<file path="src/shared/sysreg_pkg.sv">
// Register selects, field positions and fixed values of the interface control registers
package sysreg_pkg;
    localparam int REG_SEL_W = 4;
    localparam logic [3:0] SEL_MONITOR_IRQ_CONTROL = 4'h0;
    localparam logic [3:0] SEL_MONITOR_SYSREG_IFACE_ENABLE = 4'h1;
    localparam logic [3:0] SEL_EL1_SYSREG_IFACE_ENABLE = 4'h2;
    localparam logic [3:0] SEL_VIRTUAL_ACTIVE_PRIORITIES_GROUP0 = 4'h3;
    localparam logic [3:0] SEL_VIRTUAL_ACTIVE_PRIORITIES_GROUP1 = 4'h4;
    localparam logic [3:0] SEL_VIRTUAL_BINARY_POINT_GROUP0 = 4'h5;
    localparam logic [3:0] SEL_VIRTUAL_BINARY_POINT_GROUP1 = 4'h6;
    localparam logic [3:0] SEL_VIRTUAL_IFACE_CONTROL = 4'h7;
    localparam int POS_EOI_MODE_MONITOR = 2;
    localparam int POS_COMMON_BPR_NONSECURE = 1;
    localparam int POS_COMMON_BPR_SECURE = 0;
    localparam int POS_LOWER_ACCESS_ENABLE = 3;
    localparam int POS_IRQ_BYPASS_DISABLE = 2;
    localparam int POS_FIQ_BYPASS_DISABLE = 1;
    localparam int POS_SYSREG_IFACE_ENABLE_BIT = 0;
    localparam int POS_AFFINITY3_VALID = 15;
    localparam int POS_LOCAL_SERROR_SUPPORT = 14;
    localparam int POS_INTID_WIDTH_LO = 11;
    localparam int POS_PRIORITY_WIDTH_LO = 8;
    localparam int POS_VIRT_EOI_MODE = 1;
    localparam int POS_VIRT_COMMON_BINARY_POINT = 0;
    localparam logic AFFINITY3_VALID_VAL = 1'h1;
    localparam logic LOCAL_SERROR_SUPPORT_VAL = 1'h0;
    localparam logic [2:0] INTID_WIDTH_CODE_VAL = 3'h0;
    localparam logic [2:0] PRIORITY_WIDTH_CODE_VAL = 3'h4;
    localparam logic [2:0] BPR0_MIN = 3'h2;
    localparam logic [2:0] BPR1_MIN_SECURE = 3'h2;
    localparam logic [2:0] BPR1_MIN_NONSECURE = 3'h3;
    localparam logic [2:0] BPR_MAX = 3'h7;
    localparam logic [31:0] ACTIVE_PRIO_RESET = 32'h00000000;
    localparam logic [2:0] CONTROL_RESET = 3'h0;
    localparam logic [1:0] BYPASS_RESET = 2'h0;
    localparam logic [1:0] VCTRL_RESET = 2'h0;

    typedef struct packed {
        logic valid;
        logic write;
        logic [3:0] sel;
        logic [31:0] wdata;
    } sysreg_req_type;

    typedef struct packed {
        logic done;
        logic denied;
        logic [31:0] rdata;
    } sysreg_rsp_type;

    typedef enum logic [1:0] {
        EOI_OP_NONE = 2'b00,
        EOI_OP_DROP = 2'b01,
        EOI_OP_DROP_DEACT = 2'b10,
        EOI_OP_DEACT = 2'b11
    } eoi_op_type;
endpackage : sysreg_pkg

</file>
<file path="src/hw/bpr_clamp.sv">
// Binary point write clamp to an implemented minimum
`timescale 1ns/1ps
module bpr_clamp
    import sysreg_pkg::*;
(
    // Value and floor
    input wire logic [2:0] i_value,
    input wire logic [2:0] i_min,
    // Clamped result
    output logic [2:0] o_value
);
    assign o_value = (i_value < i_min) ? i_min : i_value;
endmodule : bpr_clamp

</file>
<file path="src/hw/irq_cpu_if_sysreg_ctrl.sv">
// Interrupt CPU interface control, enable and virtual interface system registers
// Overview of operation
// - Monitor EOI mode bit at position 2
// - Non-secure common binary point select, bit 1
// - Secure common binary point select, bit 0
// - Monitor control register accessible only when secure
// - Lower-level access enable bit 3 reads one
// - IRQ bypass disable bit 2
// - FIQ bypass disable bit 1
// - Sysreg interface enable bit 0 reads one
// - EL1 IRQ bypass disable aliases monitor bit
// - Active priority bit n means priority n*8
// - Active priority registers reset to zero
// - Group 0 binary point, minimum two
// - Group 1 minimum: secure two, nonsecure three
// - Affinity-3 valid reads one
// - Local system error support reads zero
// - Identifier width code reads zero
// - Priority width code reads four
// - Mode 0: EOI drops and deactivates
// - Mode 1: EOI drops; deactivate separately
// - Common point off: separate group points
// - Common point on: group1 reads group0+1 saturated
// - Common point on: group1 writes discarded
`timescale 1ns/1ps
module irq_cpu_if_sysreg_ctrl
    import sysreg_pkg::*;
(
    // Clock and reset
    input wire logic i_clk,
    input wire logic i_srst,
    // System register access
    input wire sysreg_req_type i_req,
    input wire logic i_secure,
    input wire logic i_bpr1_nonsecure,
    output sysreg_rsp_type o_rsp,
    // Virtual end-of-interrupt and deactivate requests
    input wire logic i_veoi_g0,
    input wire logic i_veoi_g1,
    input wire logic i_vdeact,
    output eoi_op_type o_veoi_op,
    output logic o_vdeact_unpredictable,
    // Controls seen by the rest of the interface
    output logic o_eoi_mode_monitor,
    output logic o_common_bpr_nonsecure,
    output logic o_common_bpr_secure,
    output logic o_irq_bypass_disable,
    output logic o_fiq_bypass_disable,
    output logic [2:0] o_vbpr_group0,
    output logic [2:0] o_vbpr_group1,
    output logic [31:0] o_vap_group0,
    output logic [31:0] o_vap_group1
);
    logic [2:0] mon_ctrl_r;
    logic [1:0] bypass_r;
    logic [31:0] vap0_r;
    logic [31:0] vap1_r;
    logic [2:0] vbpr0_r;
    logic [2:0] vbpr1_r;
    logic [1:0] vctrl_r;
    logic [2:0] vbpr1_min;
    logic [2:0] vbpr0_wr;
    logic [2:0] vbpr1_wr;
    logic [2:0] vbpr1_view;
    logic wr;
    logic denied;
    logic [31:0] rdata_nxt;
    logic [31:0] sre_view;
    logic [31:0] vctrl_view;

    assign wr = i_req.valid && i_req.write && !denied;
    // Monitor control is refused outside the secure state
    assign denied = i_req.valid && !i_secure && (i_req.sel == SEL_MONITOR_IRQ_CONTROL);
    assign vbpr1_min = i_bpr1_nonsecure ? BPR1_MIN_NONSECURE : BPR1_MIN_SECURE;

    bpr_clamp u_clamp0 (
        .i_value(i_req.wdata[2:0]),
        .i_min(BPR0_MIN),
        .o_value(vbpr0_wr)
    );

    bpr_clamp u_clamp1 (
        .i_value(i_req.wdata[2:0]),
        .i_min(vbpr1_min),
        .o_value(vbpr1_wr)
    );

    always_ff @(posedge i_clk) begin
        if (i_srst) begin
            mon_ctrl_r <= CONTROL_RESET;
        end else if (wr && i_req.sel == SEL_MONITOR_IRQ_CONTROL) begin
            mon_ctrl_r <= i_req.wdata[2:0];
        end
    end

    // One storage for both bypass views, so either write shows in both
    always_ff @(posedge i_clk) begin
        if (i_srst) begin
            bypass_r <= BYPASS_RESET;
        end else if (wr && (i_req.sel == SEL_MONITOR_SYSREG_IFACE_ENABLE ||
                            i_req.sel == SEL_EL1_SYSREG_IFACE_ENABLE)) begin
            bypass_r <= i_req.wdata[POS_IRQ_BYPASS_DISABLE:POS_FIQ_BYPASS_DISABLE];
        end
    end

    always_ff @(posedge i_clk) begin
        if (i_srst) begin
            vap0_r <= ACTIVE_PRIO_RESET;
            vap1_r <= ACTIVE_PRIO_RESET;
        end else begin
            if (wr && i_req.sel == SEL_VIRTUAL_ACTIVE_PRIORITIES_GROUP0) begin
                vap0_r <= i_req.wdata;
            end
            if (wr && i_req.sel == SEL_VIRTUAL_ACTIVE_PRIORITIES_GROUP1) begin
                vap1_r <= i_req.wdata;
            end
        end
    end

    always_ff @(posedge i_clk) begin
        if (i_srst) begin
            vbpr0_r <= BPR0_MIN;
        end else if (wr && i_req.sel == SEL_VIRTUAL_BINARY_POINT_GROUP0) begin
            vbpr0_r <= vbpr0_wr;
        end
    end

    // Reset value is the secure floor; a nonsecure read lifts it through the view
    always_ff @(posedge i_clk) begin
        if (i_srst) begin
            vbpr1_r <= BPR1_MIN_SECURE;
        end else if (wr && i_req.sel == SEL_VIRTUAL_BINARY_POINT_GROUP1 &&
                     !vctrl_r[POS_VIRT_COMMON_BINARY_POINT]) begin
            vbpr1_r <= vbpr1_wr;
        end
    end

    always_ff @(posedge i_clk) begin
        if (i_srst) begin
            vctrl_r <= VCTRL_RESET;
        end else if (wr && i_req.sel == SEL_VIRTUAL_IFACE_CONTROL) begin
            vctrl_r <= i_req.wdata[1:0];
        end
    end

    always_comb begin
        if (vctrl_r[POS_VIRT_COMMON_BINARY_POINT]) begin
            vbpr1_view = (vbpr0_r == BPR_MAX) ? BPR_MAX : vbpr0_r + 3'h1;
        end else if (vbpr1_r < vbpr1_min) begin
            vbpr1_view = vbpr1_min;
        end else begin
            vbpr1_view = vbpr1_r;
        end
    end

    always_comb begin
        sre_view = 32'h00000000;
        sre_view[POS_IRQ_BYPASS_DISABLE] = bypass_r[1];
        sre_view[POS_FIQ_BYPASS_DISABLE] = bypass_r[0];
        sre_view[POS_SYSREG_IFACE_ENABLE_BIT] = 1'b1;
        vctrl_view = 32'h00000000;
        vctrl_view[POS_AFFINITY3_VALID] = AFFINITY3_VALID_VAL;
        vctrl_view[POS_LOCAL_SERROR_SUPPORT] = LOCAL_SERROR_SUPPORT_VAL;
        vctrl_view[POS_INTID_WIDTH_LO +: 3] = INTID_WIDTH_CODE_VAL;
        vctrl_view[POS_PRIORITY_WIDTH_LO +: 3] = PRIORITY_WIDTH_CODE_VAL;
        vctrl_view[1:0] = vctrl_r;
    end

    always_comb begin
        rdata_nxt = 32'h00000000;
        case (i_req.sel)
            SEL_MONITOR_IRQ_CONTROL: begin
                rdata_nxt[2:0] = mon_ctrl_r;
            end
            SEL_MONITOR_SYSREG_IFACE_ENABLE: begin
                rdata_nxt = sre_view;
                rdata_nxt[POS_LOWER_ACCESS_ENABLE] = 1'b1;
            end
            SEL_EL1_SYSREG_IFACE_ENABLE: begin
                rdata_nxt = sre_view;
            end
            SEL_VIRTUAL_ACTIVE_PRIORITIES_GROUP0: begin
                rdata_nxt = vap0_r;
            end
            SEL_VIRTUAL_ACTIVE_PRIORITIES_GROUP1: begin
                rdata_nxt = vap1_r;
            end
            SEL_VIRTUAL_BINARY_POINT_GROUP0: begin
                rdata_nxt[2:0] = vbpr0_r;
            end
            SEL_VIRTUAL_BINARY_POINT_GROUP1: begin
                rdata_nxt[2:0] = vbpr1_view;
            end
            SEL_VIRTUAL_IFACE_CONTROL: begin
                rdata_nxt = vctrl_view;
            end
            default: begin
                rdata_nxt = 32'h00000000;
            end
        endcase
    end

    // Answer one cycle after the request; denied reads return zero
    always_ff @(posedge i_clk) begin
        if (i_srst) begin
            o_rsp <= '0;
        end else begin
            o_rsp.done <= i_req.valid;
            o_rsp.denied <= denied;
            o_rsp.rdata <= (i_req.valid && !i_req.write && !denied) ? rdata_nxt : 32'h00000000;
        end
    end

    // End-of-interrupt decode; data output registered
    always_ff @(posedge i_clk) begin
        if (i_srst) begin
            o_veoi_op <= EOI_OP_NONE;
            o_vdeact_unpredictable <= 1'b0;
        end else begin
            o_vdeact_unpredictable <= i_vdeact && !vctrl_r[POS_VIRT_EOI_MODE];
            if (i_veoi_g0 || i_veoi_g1) begin
                o_veoi_op <= vctrl_r[POS_VIRT_EOI_MODE] ? EOI_OP_DROP
                                                        : EOI_OP_DROP_DEACT;
            end else if (i_vdeact && vctrl_r[POS_VIRT_EOI_MODE]) begin
                o_veoi_op <= EOI_OP_DEACT;
            end else begin
                o_veoi_op <= EOI_OP_NONE;
            end
        end
    end

    assign o_eoi_mode_monitor = mon_ctrl_r[POS_EOI_MODE_MONITOR];
    assign o_common_bpr_nonsecure = mon_ctrl_r[POS_COMMON_BPR_NONSECURE];
    assign o_common_bpr_secure = mon_ctrl_r[POS_COMMON_BPR_SECURE];
    assign o_irq_bypass_disable = bypass_r[1];
    assign o_fiq_bypass_disable = bypass_r[0];
    assign o_vbpr_group0 = vbpr0_r;
    assign o_vbpr_group1 = vbpr1_view;
    assign o_vap_group0 = vap0_r;
    assign o_vap_group1 = vap1_r;

    a_mon_denied: assert property (@(posedge i_clk) disable iff (i_srst)
        (i_req.valid && i_req.write && !i_secure && i_req.sel == SEL_MONITOR_IRQ_CONTROL)
        |=> $stable(mon_ctrl_r))
        else $error("monitor control changed by nonsecure write");
    a_mon_answer: assert property (@(posedge i_clk) disable iff (i_srst)
        (i_req.valid && !i_secure && i_req.sel == SEL_MONITOR_IRQ_CONTROL)
        |=> o_rsp.done && o_rsp.denied && o_rsp.rdata == 32'h00000000)
        else $error("nonsecure monitor access not refused");
    a_sre_reads_one: assert property (@(posedge i_clk) disable iff (i_srst)
        (i_req.valid && !i_req.write && i_req.sel == SEL_EL1_SYSREG_IFACE_ENABLE)
        |=> o_rsp.rdata[0] && !o_rsp.rdata[3])
        else $error("enable register read wrong fixed bits");
    a_bypass_alias: assert property (@(posedge i_clk) disable iff (i_srst)
        (i_req.valid && i_req.write && i_req.sel == SEL_EL1_SYSREG_IFACE_ENABLE)
        |=> o_irq_bypass_disable == $past(i_req.wdata[2]))
        else $error("bypass alias not updated");
    a_vctrl_fixed: assert property (@(posedge i_clk) disable iff (i_srst)
        (i_req.valid && !i_req.write && i_req.sel == SEL_VIRTUAL_IFACE_CONTROL)
        |=> o_rsp.rdata[15:8] == 8'h84)
        else $error("virtual control feature fields wrong");
    a_bpr1_common: assert property (@(posedge i_clk) disable iff (i_srst)
        vctrl_r[0] |-> o_vbpr_group1 == ((vbpr0_r == 3'h7) ? 3'h7 : vbpr0_r + 3'h1))
        else $error("common group1 view wrong");
    a_bpr1_discard: assert property (@(posedge i_clk) disable iff (i_srst)
        (vctrl_r[0] && i_req.valid && i_req.write) |=> $stable(vbpr1_r))
        else $error("group1 point written while common");
    a_bpr0_floor: assert property (@(posedge i_clk) disable iff (i_srst)
        o_vbpr_group0 >= 3'h2)
        else $error("group0 point below floor");
    a_eoi_mode: assert property (@(posedge i_clk) disable iff (i_srst)
        (i_veoi_g0 && !vctrl_r[1]) |=> o_veoi_op == EOI_OP_DROP_DEACT)
        else $error("eoi mode 0 did not deactivate");
    a_eoi_drop: assert property (@(posedge i_clk) disable iff (i_srst)
        (i_veoi_g1 && vctrl_r[1]) |=> o_veoi_op == EOI_OP_DROP)
        else $error("eoi mode 1 deactivated");
    c_common_on: cover property (@(posedge i_clk) vctrl_r[0] && vbpr0_r == 3'h7);
    c_denied: cover property (@(posedge i_clk) o_rsp.denied);
    c_deact: cover property (@(posedge i_clk) o_veoi_op == EOI_OP_DEACT);
endmodule : irq_cpu_if_sysreg_ctrl

</file>
<file path="config.mk">
export PLATFORM = sky130hd
export DESIGN_NAME = irq_cpu_if_sysreg_ctrl
export DESIGN_NICKNAME = d
export VERILOG_FILES = /design/src/shared/sysreg_pkg.sv /design/src/hw/bpr_clamp.sv /design/src/hw/irq_cpu_if_sysreg_ctrl.sv
export SDC_FILE = /design/constraint.sdc
export NUM_CORES = 1
export LEC_CHECK = 0
export BUFFER_PORTS_ARGS = -buffer_cell sky130_fd_sc_hd__buf_2
export CAP_MARGIN = 20
export CORE_ASPECT_RATIO = 0.7
export CORE_UTILIZATION = 25
export DETAILED_ROUTE_END_ITERATION = 12
export PLACE_DENSITY = 0.5
export SYNTH_ARGS = -nofsm -noshare
export SYNTH_HDL_FRONTEND = slang
export SYNTH_SLANG_ARGS = --single-unit
</file>
<file path="constraint.sdc">
create_clock -name i_clk -period 1.7 [get_ports i_clk]
set_input_delay 0.085 -clock i_clk [delete_from_list [all_inputs] [get_ports i_clk]]
set_output_delay 0.085 -clock i_clk [all_outputs]
set_load 0.01 [all_outputs]
</file>
==> results of run 1 <==
final timing paths:
path                                      start                       endpoint  slack (ns)  depth (start not counted)
setup reg to reg  o_vbpr_group0[0]$_SDFFE_PP0P_            o_rsp[1]$_SDFF_PP0_        0.11                          5
hold / removal                         i_req[2]   o_vap_group0[2]$_SDFFE_PP0P_        0.02                          3
hold reg to reg   o_vap_group0[28]$_SDFFE_PP0P_  o_vap_group0[28]$_SDFFE_PP0P_        0.47                          2
setup / recovery  o_vbpr_group0[0]$_SDFFE_PP0P_               o_vbpr_group1[1]        0.10                          4
final cells by class:
class	count	area share, %
clock buffers	25	7.97
clock inverters	5	0.845
inverters	4	0.241
multi-input cells	349	28.9
flip-flops and latches	114	36.7
well taps	225	4.53
repair buffers	209	20.8
timing repair:
action	CTS	global route
cloned	0	0
endpoints found under the hold margin	66	0
hold buffers	36	0
gates resized for setup	1	2
endpoints found under the setup margin	1	1
critical path: cells and delay by family (launching register included):
| family | cells | cell delay [ns] |
|---|---|---|
| fa+ha+maj | 1 | 0.28 |
| compound gates | 2 | 0.30 |
| buf+inv | 1 | 0.17 |
| flops | 1 | 0.34 |
power breakdown:
group / switching [uW] / total (uW) / leakage, uW / internal, uW
sequential: 13.7 / 2710 / 0.000920 / 2690
combinational: 190 / 344 / 0.00139 / 154
clock: 1200 / 3330 / 0.000269 / 2140
total: 1400 / 6390 / 0.00258 / 4990
flip-flops by register name, summed over array words and instances (netlist names):
name / flops
bypass_r: 2
mon_ctrl_r: 3
o_rsp: 34
o_vap_group0: 32
o_vap_group1: 32
o_vbpr_group0: 3
o_vdeact_unpredictable: 1
o_veoi_op: 2
vbpr1_r: 3
vctrl_r: 2
metal layers:
metal  up-vias  track usage (%)  wire [um]
li1       2089                -          -
met2       155             25.5       6240
met5         -                0          0
met3        15             5.55       1100
met4         0             6.08        158
met1      2025             23.1       7070
metrics by stage:
stage	util (%)	setup slack [ns]
after global routing	37.7	0.0139
after detailed placement	32.2	0.151
after floorplan	-	0.290
after CTS	37.7	0.0496
final	37.7	0.102
after global placement	32.2	0.125
cell families (layout without fill, tap and decap cells):
family	Yosys count	after routing	share of synthesized area, %
AOI/OAI and AO/OA	123	123	17.3
adders and majority gates	1	1	0.294
muxes	10	10	2.38
buffers and inverters	43	243	4.38
DFF	114	114	53.7
and+or+nand+nor	213	213	21.5
xor gates and xnor gates	2	2	0.412
cell usage in the layout, fill, tap and decap left out, types with 4 or more instances in the layout:
cell / count
a22oi_1: 29
buf_4: 15
nand2_1: 138
a21oi_1: 74
buf_2: 156
mux2i_1: 9
dfxtp_1: 112
clkbuf_8: 4
o21ai_0: 5
clkbuf_16: 17
nor3_1: 5
nor2_1: 40
nor2b_1: 5
dlygate4sd3_1: 36
inv_1: 4
clkbuf_1: 4
==> metrics, run 1 <==
status=complete, no violations; clock slew seen by the registers of the worst setup and hold paths=0.06 ns; largest net degree at the start of global routing=81; WL/cell=15.6 um; dpl hpwl=9.92 mm; sequential fraction of the synthesis area=53.7%; drt total wl=14.6 mm; RSZ-0062 raised after global routing=false; port bufs=156; CP Class=reg2out; Non-Filler Instances=931; Post-Syn Area per Cell=8.40 um2; Slew @ Worst Pin=0.876 ns; maximum vdd drop=0.429 mV; clock net sink count=114; GRT Util Overall=17.2%; fin nets=741; residual DRC count=0; post-synth top area share=53.7%; Critical Path Start Type=flip-flop; period utilization=94.0%; Cells after Synth=506; Remaining Overflow, GRT=0; hold slack=0.0170 ns; leading area contributor after synthesis=dfxtp_1; Post-Syn Area=0.00425 mm2; DP Cell Count=865; Final setup viols=0; Power Density=1030 mW/mm2; initial antenna violation count=0; vias=4,284; Chip Width=158 um; layout cells sized above 1=29.3%; most common cell in the netlist=nand2_1; multi-input logic area=0.00180 mm2; vias in the first global route=4,121; Syn Nets=552; area post-placement=0.00530 mm2; Synth async-reset ratio=0%; Slew Viols, Final=0; number of synthesized flops with an enable pin=0; Final GP Congestion=0.845; Total Power=6390 uW; Min-Delay Path Class=in2reg; Max Clock Freq=0.626 GHz; Post-synth top cells=138 x nand2_1, 114 x dfxtp_1, 74 x a21oi_1, 40 x nor2_1, 30 x a22oi_1; design area=0.00622 mm2; CTS root buf=clkbuf_16; largest cells by area after synthesis=dfxtp_1 54%, nand2_1 12%, a21oi_1 8.7%; core area=0.0165 mm2; Worst Skew=0.00857 ns; relative slew slack=41.6%; Critical Path, Cell by Cell=ha_1, a21oi_1, a22oi_2, buf_2; final worst path period need=1.60 ns; height of the chip=111 um; post-CTS setup buffers=0; register area=0.00228 mm2; Fillers=1,748; Avg Vias per Cell=4.60; slowest stage delay, CP=0.34 ns; die area=0.0175 mm2; Crit. End Element=output port; leakage power total=0.00258 uW; clk_lat worst skew=0.41 ns; Synth Flop Type=dfxtp_1; Starting Density=25.8%; n_diodes=0; I/O pin total=157; Area Overhead vs Synth=46.3%; drt pass-1 iters=5; Max FO, Critical Path=5; # rows=39; Worst path slowest cell=dfxtp_2; Synth Register Bits=114; post-route ant nets=0; Hold Fails Final Rpt=0; CTS Buf Count=17; CTS tree=built; DRT iter0 DRCs=197; max-cap violations=0; arrival time worst endpoint=1.51 ns; Yosys warning count=0; setup TNS=0 ns; Max Root-Sink Buffers=2; WP data required=1.62 ns; H-tree levels=4; first-pass GRT wire length=22.7 mm; Unique masters post-synth=44
(Power assumes the default switching activity.)
==> inputs of run 2 (changes only) <==
MAX_ROUTING_LAYER = met4   (was not set)
SYNTH_HIERARCHICAL = 1   (was not set)
==> run 2 against run 1 <==
Effect of this change:
- sequential share of layout area down 1.7 points
- die area grew 6.0%
- first-iteration DRC count grew 46%
- critical path depth stayed put
- core utilization down 0.30 points
- combinational power is 16% higher
- total power up 5.1%
- clock power up 8.4%
- design area grew 4.8%
- sequential power hardly changed
- highest routed layer unchanged
==> metrics, run 2 <==
WP data required=1.62 ns (about the same); Synth async-reset ratio=0% (unchanged); leading area contributor after synthesis=dfxtp_1; max reg flops=34 (unchanged); Post-Syn Area=0.00451 mm2 (+6.1%); max-cap violations=0 (unchanged); sequential fraction of the synthesis area=50.6% (-3.1 points); most frequent cells in the layout=156 x buf_2, 140 x nand2_1, 114 x dfxtp_1; hold depth=3 (unchanged); hold slack=0.0311 ns (+0.0141 ns); setup TNS=0 ns (unchanged); drt pass-1 iters=4 (-1); drt total wl=14.4 mm (-1.3%); endpoint of the most critical setup path=o_vbpr_group1[2]; Remaining Overflow, GRT=0 (unchanged); Max Root-Sink Buffers=2 (unchanged); largest net degree at the start of global routing=81 (unchanged); most common cell in the netlist=nand2_1; Starting Density=25.9% (+0.12 points); Final setup viols=0 (unchanged); Worst setup startpoint=o_vbpr_group0[1]$_SDFFE_PP1P_; Post-synth top cells=140 x nand2_1, 114 x dfxtp_1, 78 x a21oi_1, 39 x nor2_1, 29 x a22oi_1; Avg Vias per Cell=4.45 (-3.3%); most common cell after layout, fill and taps aside=buf_2; fin nets=777 (+4.9%); Top reg by flops=o_rsp; CTS Buf Count=17 (unchanged); WL/cell=14.8 um (-5.4%); period utilization=94.9% (+0.90 points); post-synth top area share=50.6% (-3.1 points); R2R cell count=5 (unchanged); die area=0.0186 mm2 (+6.0%); Yosys warning count=6 (+6); Chip Width=163 um (+3.0%); Critical Path Start Type=flip-flop; Area Overhead vs Synth=44.5%; Final GP Congestion=0.807 (-4.5%); Max FO, Critical Path=4 (-1); clk_lat worst skew=0.41 ns (about the same); n_diodes=0 (unchanged); reg2reg start=o_vbpr_group0[1]$_SDFFE_PP1P_; largest cells by area after synthesis=dfxtp_1 51%, nand2_1 12%, a21oi_1 8.7%; CP Class=reg2out; area post-placement=0.00557 mm2 (+5.0%); Critical R2R Capture=o_rsp[1]$_SDFF_PP0_; dpl hpwl=9.62 mm (-3.0%); I/O pin total=157 (unchanged); # rows=40 (+2.6%); first-pass GRT wire length=22.7 mm (-0.24%); initial antenna violation count=0 (unchanged); leakage power total=0.00270 uW (+4.7%); Unique masters post-synth=48 (+9.1%); CTS root buf=clkbuf_16; vias in the first global route=4,014 (-2.6%); Total Power=6720 uW (+5.1%); fin util=37.4% (-0.30 points); design area=0.00652 mm2 (+4.8%); port bufs=156 (unchanged); vias=4,320 (+0.84%); Max Clock Freq=0.620 GHz (-0.95%); r2r setup slk=0.29 ns (+0.18 ns); Slew Viols, Final=0 (unchanged); residual DRC count=0 (unchanged); clock net sink count=114 (unchanged); height of the chip=114 um (+2.9%); core area=0.0174 mm2 (+5.6%); status=complete, no violations; CTS tree=built; Worst Skew=0.00844 ns (-0.000122 ns); Synth Register Bits=114 (unchanged); relative slew slack=39.8% (-1.8 points); number of synthesized flops with an enable pin=0 (unchanged); arrival time worst endpoint=1.53 ns (+0.02 ns); Power Density=1030 mW/mm2 (+0.36%); H-tree levels=4 (unchanged); Slew @ Worst Pin=0.903 ns (+0.0267 ns); clock slew seen by the registers of the worst setup and hold paths=0.06 ns (about the same); Min-Delay Path Class=in2reg; DRT iter0 DRCs=288 (+46%); Hold Fails Final Rpt=0 (unchanged); Cells after Synth=532 (+5.1%); final worst path period need=1.61 ns (+0.0153 ns); layout cells sized above 1=30.1% (+0.82 points); maximum vdd drop=0.435 mV (+1.3%); GRT Util Overall=16.5% (-0.72 points); post-route ant nets=0 (unchanged); Synth Flop Type=dfxtp_1; Post-Syn Area per Cell=8.48 um2 (+0.91%); Crit. End Element=output port; RSZ-0062 raised after global routing=false
run 2: changes by cell type after synthesis, moves of 4 or more:
cell / previous run / this run
clkbuf_1: 20 / 15
a21oi_1: 74 / 78
ha_1: 1 / 5
mux2_1: 0 / 4
run 2: cells by family (layout without fill, tap and decap cells):
logic type / after synthesis / after routing / synth area share [%]
compound gates: 132 / 132 / 17.4
xor+xnor: 2 / 2 / 0.388
fa+ha+maj: 5 / 5 / 1.39
buf+inv: 44 / 244 / 5.02
flops: 114 / 114 / 50.6
mux: 16 / 16 / 3.77
other cells: 2 / 10 / 0.166
simple gates: 217 / 217 / 21.3
run 2: worst min-delay path by stage:
stage                   from                           end  slack (ns)
floorplan           i_secure          o_rsp[32]$_SDFF_PP0_        0.16
global placement    i_secure          o_rsp[32]$_SDFF_PP0_        0.30
detailed placement  i_secure          o_rsp[32]$_SDFF_PP0_        0.29
CTS                 i_req[0]    mon_ctrl_r[0]$_SDFFE_PP0P_       0.008
global route        i_req[0]  o_vap_group1[0]$_SDFFE_PP0P_        0.04
finish              i_req[0]    mon_ctrl_r[0]$_SDFFE_PP0P_        0.03
run 2: area by class of cell:
type	count	area, um2
Clock buffer	24	502
Inverter	5	18.8
Fill cell	1834	10900
Tap cell	231	289
Clock inverter	8	100
Sequential cell	114	2280
Multi-Input combinational cell	382	2040
Timing Repair Buffer	207	1290
run 2: timing repair:
action                                  in CTS  in global routing
buffers inserted                             0                  0
endpoints found under the setup margin       0                  1
resized for setup                            0                  1
hold buffers                                34                  0
hold endpoints to repair                    62                  0
run 2: layer usage:
layer	GRT usage, %	wire length, um
met1	23.6	7660
met3	3.88	842
met2	22.3	5740
met4	5.48	129
met5	-	0
run 2: critical path, cell delays in order, from the launching register on:
cell and delay (ns):
dfxtp_1 0.41, ha_1 0.23, nor2_1 0.05, a21oi_1 0.25, buf_2 0.18
run 2: power breakdown:
part	leakage (uW)	internal, uW	total, uW	switching, uW
logic	0.00150	180	400	220
clock network	0.000284	2350	3610	1260
registers	0.000920	2690	2710	13.5
run 2: per-stage QoR:
step	setup WS, ns	cells
5_1_grt	0.0359	971
6_report	0.0869	971
3_5_place_dp	0.165	905
4_1_cts	0.0415	971
3_3_place_gp	0.151	905
2_1_floorplan	0.378	540
==> inputs of run 3 (changes only) <==
PLACE_DENSITY = 0.51   (was 0.5)
clock period = 1.4 ns   (was 1.7 ns; I/O delays follow)
==> run 3 against run 2 <==
Effect of this change:
- the flow now finishes with violations (setup timing)
- combinational power increased by 34%
- final cell count increased by 2.3%
- via count increased by 1.8%
- worst hold slack improved by 0.027 ns
- routed wire length increased by 2.6%
- clock power increased by 16%
- non-clock buffer count increased by 22
- worst setup slack got worse by 0.11 ns
- first-iteration DRC count decreased by 24%
- sequential share of layout area decreased by 1.0 points
- sequential power increased by 21%
- clock skew decreased by 0.00085 ns
- critical path type unchanged
- largest cell class unchanged
- highest routed layer unchanged
==> metrics, run 3 (synthesis gave the netlist of run 2 again) <==
R2R cell count=6 (+1); die area=0.0186 mm2 (unchanged); max-cap violations=0 (unchanged); Crit. End Element=output port; Chip Width=163 um (unchanged); fin nets=799 (+2.8%); Critical Path Start Type=flip-flop; clock net sink count=114 (unchanged); vias in the first global route=4,168 (+3.8%); drt pass-1 iters=5 (+1); fin util=38.7% (+1.3 points); WP data required=1.33 ns (-0.29 ns); final setup margin=-0.0215 ns (-0.108 ns); vias=4,397 (+1.8%); Worst Skew=0.00759 ns (-0.000852 ns); most frequent cells in the layout=155 x buf_2, 140 x nand2_1, 109 x dfxtp_1; maximum vdd drop=0.571 mV (+31%); height of the chip=114 um (unchanged); arrival time worst endpoint=1.35 ns (-0.18 ns); pre-CTS setup slack=-0.0269 ns (-0.192 ns); hold endpoint=o_rsp[33]$_SDFF_PP0_; Power Density=1190 mW/mm2 (+15%); Top reg by flops=o_rsp; leakage power total=0.00281 uW (+4.1%); multi-input logic area=0.00209 mm2 (+2.5%); largest net degree at the start of global routing=81 (unchanged); core area=0.0174 mm2 (unchanged); Max Root-Sink Buffers=2 (unchanged); r2r setup slk=0.03 ns (-0.26 ns); switching share of power=24.2% (+1.9 points); post-route ant nets=0 (unchanged); clk_lat worst skew=0.41 ns (about the same); layout cells sized above 1=34.0% (+3.9 points); hold depth=3 (unchanged); Critical R2R Capture=o_rsp[1]$_SDFF_PP0_; n_diodes=0 (unchanged); Avg Vias per Cell=4.43 (-0.47%); setup TNS=-0.0215 ns (-0.0215 ns); max reg flops=34 (unchanged); GRT Util Overall=16.7% (+0.26 points); most common cell after layout, fill and taps aside=buf_2; Max FO, Critical Path=2 (-2); Fillers=1,804 (-1.6%); min-delay src=i_req[37]; Hold Fails Final Rpt=0 (unchanged); RSZ-0062 raised after global routing=true; Min-Delay Path Class=in2reg; dpl hpwl=10.3 mm (+6.7%); combinational share of power=6.7% (+0.7 points); failing checks=setup timing; hold slack=0.0581 ns (+0.0270 ns); net switching power=1940 uW (+30%); CP Class=reg2out; drt total wl=14.7 mm (+2.6%); status=finished with violations; clock slew seen by the registers of the worst setup and hold paths=0.06 ns (about the same); H-tree levels=4 (unchanged); residual DRC count=0 (unchanged); WL/cell=14.8 um (+0.33%); Final GP Congestion=0.826 (+2.4%); CTS tree=built; clock group share of total power=52.4% (-1.3 points); internal power=6080 uW (+16%); Starting Density=25.9% (unchanged); reg2reg start=o_vbpr_group0[1]$_SDFFE_PP1P_; Area Overhead vs Synth=49.4%; Sequential Power Share=40.9% (+0.6 points); DRT iter0 DRCs=220 (-24%); Final setup viols=1 (+1); Slew Viols, Final=0 (unchanged); # rows=40 (unchanged); Total Power=8020 uW (+19%); I/O pin total=157 (unchanged); Max Clock Freq=0.703 GHz; first-pass GRT wire length=22.8 mm (+0.79%); port bufs=156 (unchanged); initial antenna violation count=0 (unchanged); final worst path period need=1.42 ns; register area=0.00229 mm2 (+0.38%); Remaining Overflow, GRT=0 (unchanged); period utilization=102%; CTS root buf=clkbuf_16; CTS Buf Count=17 (unchanged)
-- run 3: changes by cell type in the layout (fill, tap and decap cells not counted), sizes merged --
cell      change
bufinv        -1
buf          +22
clkbuf        -5
clkinvlp      -1
inv           +3
clkinv        +4
-- run 3: worst max path at each step --
stage / start / end / slack, ns / cells past startpoint
2_1_floorplan: o_vbpr_group0[0]$_SDFFE_PP0P_ / o_rsp[1]$_SDFF_PP0_ / 0.08 / 5
3_3_place_gp: i_req[2] / o_vbpr_group0[1]$_SDFFE_PP1P_ / 0.01 / 6
3_5_place_dp: i_req[2] / o_vbpr_group0[1]$_SDFFE_PP1P_ / -0.03 / 6
4_1_cts: o_vbpr_group0[0]$_SDFFE_PP0P_ / o_vbpr_group1[1] / -0.05 / 4
5_1_grt: o_vbpr_group0[1]$_SDFFE_PP1P_ / o_vbpr_group1[1] / -0.09 / 4
6_report: o_vbpr_group0[0]$_SDFFE_PP0P_ / o_vbpr_group1[1] / -0.02 / 4
-- run 3: power groups by stage --
stage / registers, uW / logic, uW / clock network [uW]
floorplan: 3360 / 218 / 0
global placement: 3350 / 459 / 0
detailed placement: 3350 / 458 / 0
CTS: 3280 / 535 / 4330
global route: 3280 / 588 / 4480
finish: 3280 / 536 / 4200
-- run 3: timing repair --
action	in CTS	in global routing
pin swaps	3	1
buffers inserted	2	0
gates resized for setup	11	6
hold buffers	34	0
hold endpoints to repair	62	0
setup endpoints to repair	3	3
-- run 3: cell type report --
cell class	instances	share of cell area, %
clock inverters	13	1.89
well taps	231	4.29
flip-flops and latches	114	34.0
inverters	5	0.278
clock buffers	19	6.72
multi-input cells	382	31.0
repair buffers	229	21.8
-- run 3: metrics by stage --
stage	instances	cell area (um2)
final	993	6740
after global routing	993	6740
after CTS	993	6720
after detailed placement	927	5750
after global placement	927	5750
after floorplan	540	4540
-- run 3: critical path, cell delays in order, from the launching register on --
cell and delay [ns]:
dfxtp_2 0.33, ha_4 0.26, a21oi_2 0.03, a21oi_2 0.17, buf_2 0.16
-- run 3: routing by layer --
| metal | vias to the layer above | wire [um] | part of all wire (%) | global-route usage (%) |
|---|---|---|---|---|
| li1 | 2237 | - | - | - |
| met2 | 145 | 6110 | 41 | 23.5 |
| met1 | 2005 | 7500 | 51 | 23.1 |
| met4 | 0 | 138 | 0.94 | 4.17 |
| met3 | 10 | 1000 | 6.8 | 5.14 |
| met5 | - | 0 | 0 | - |
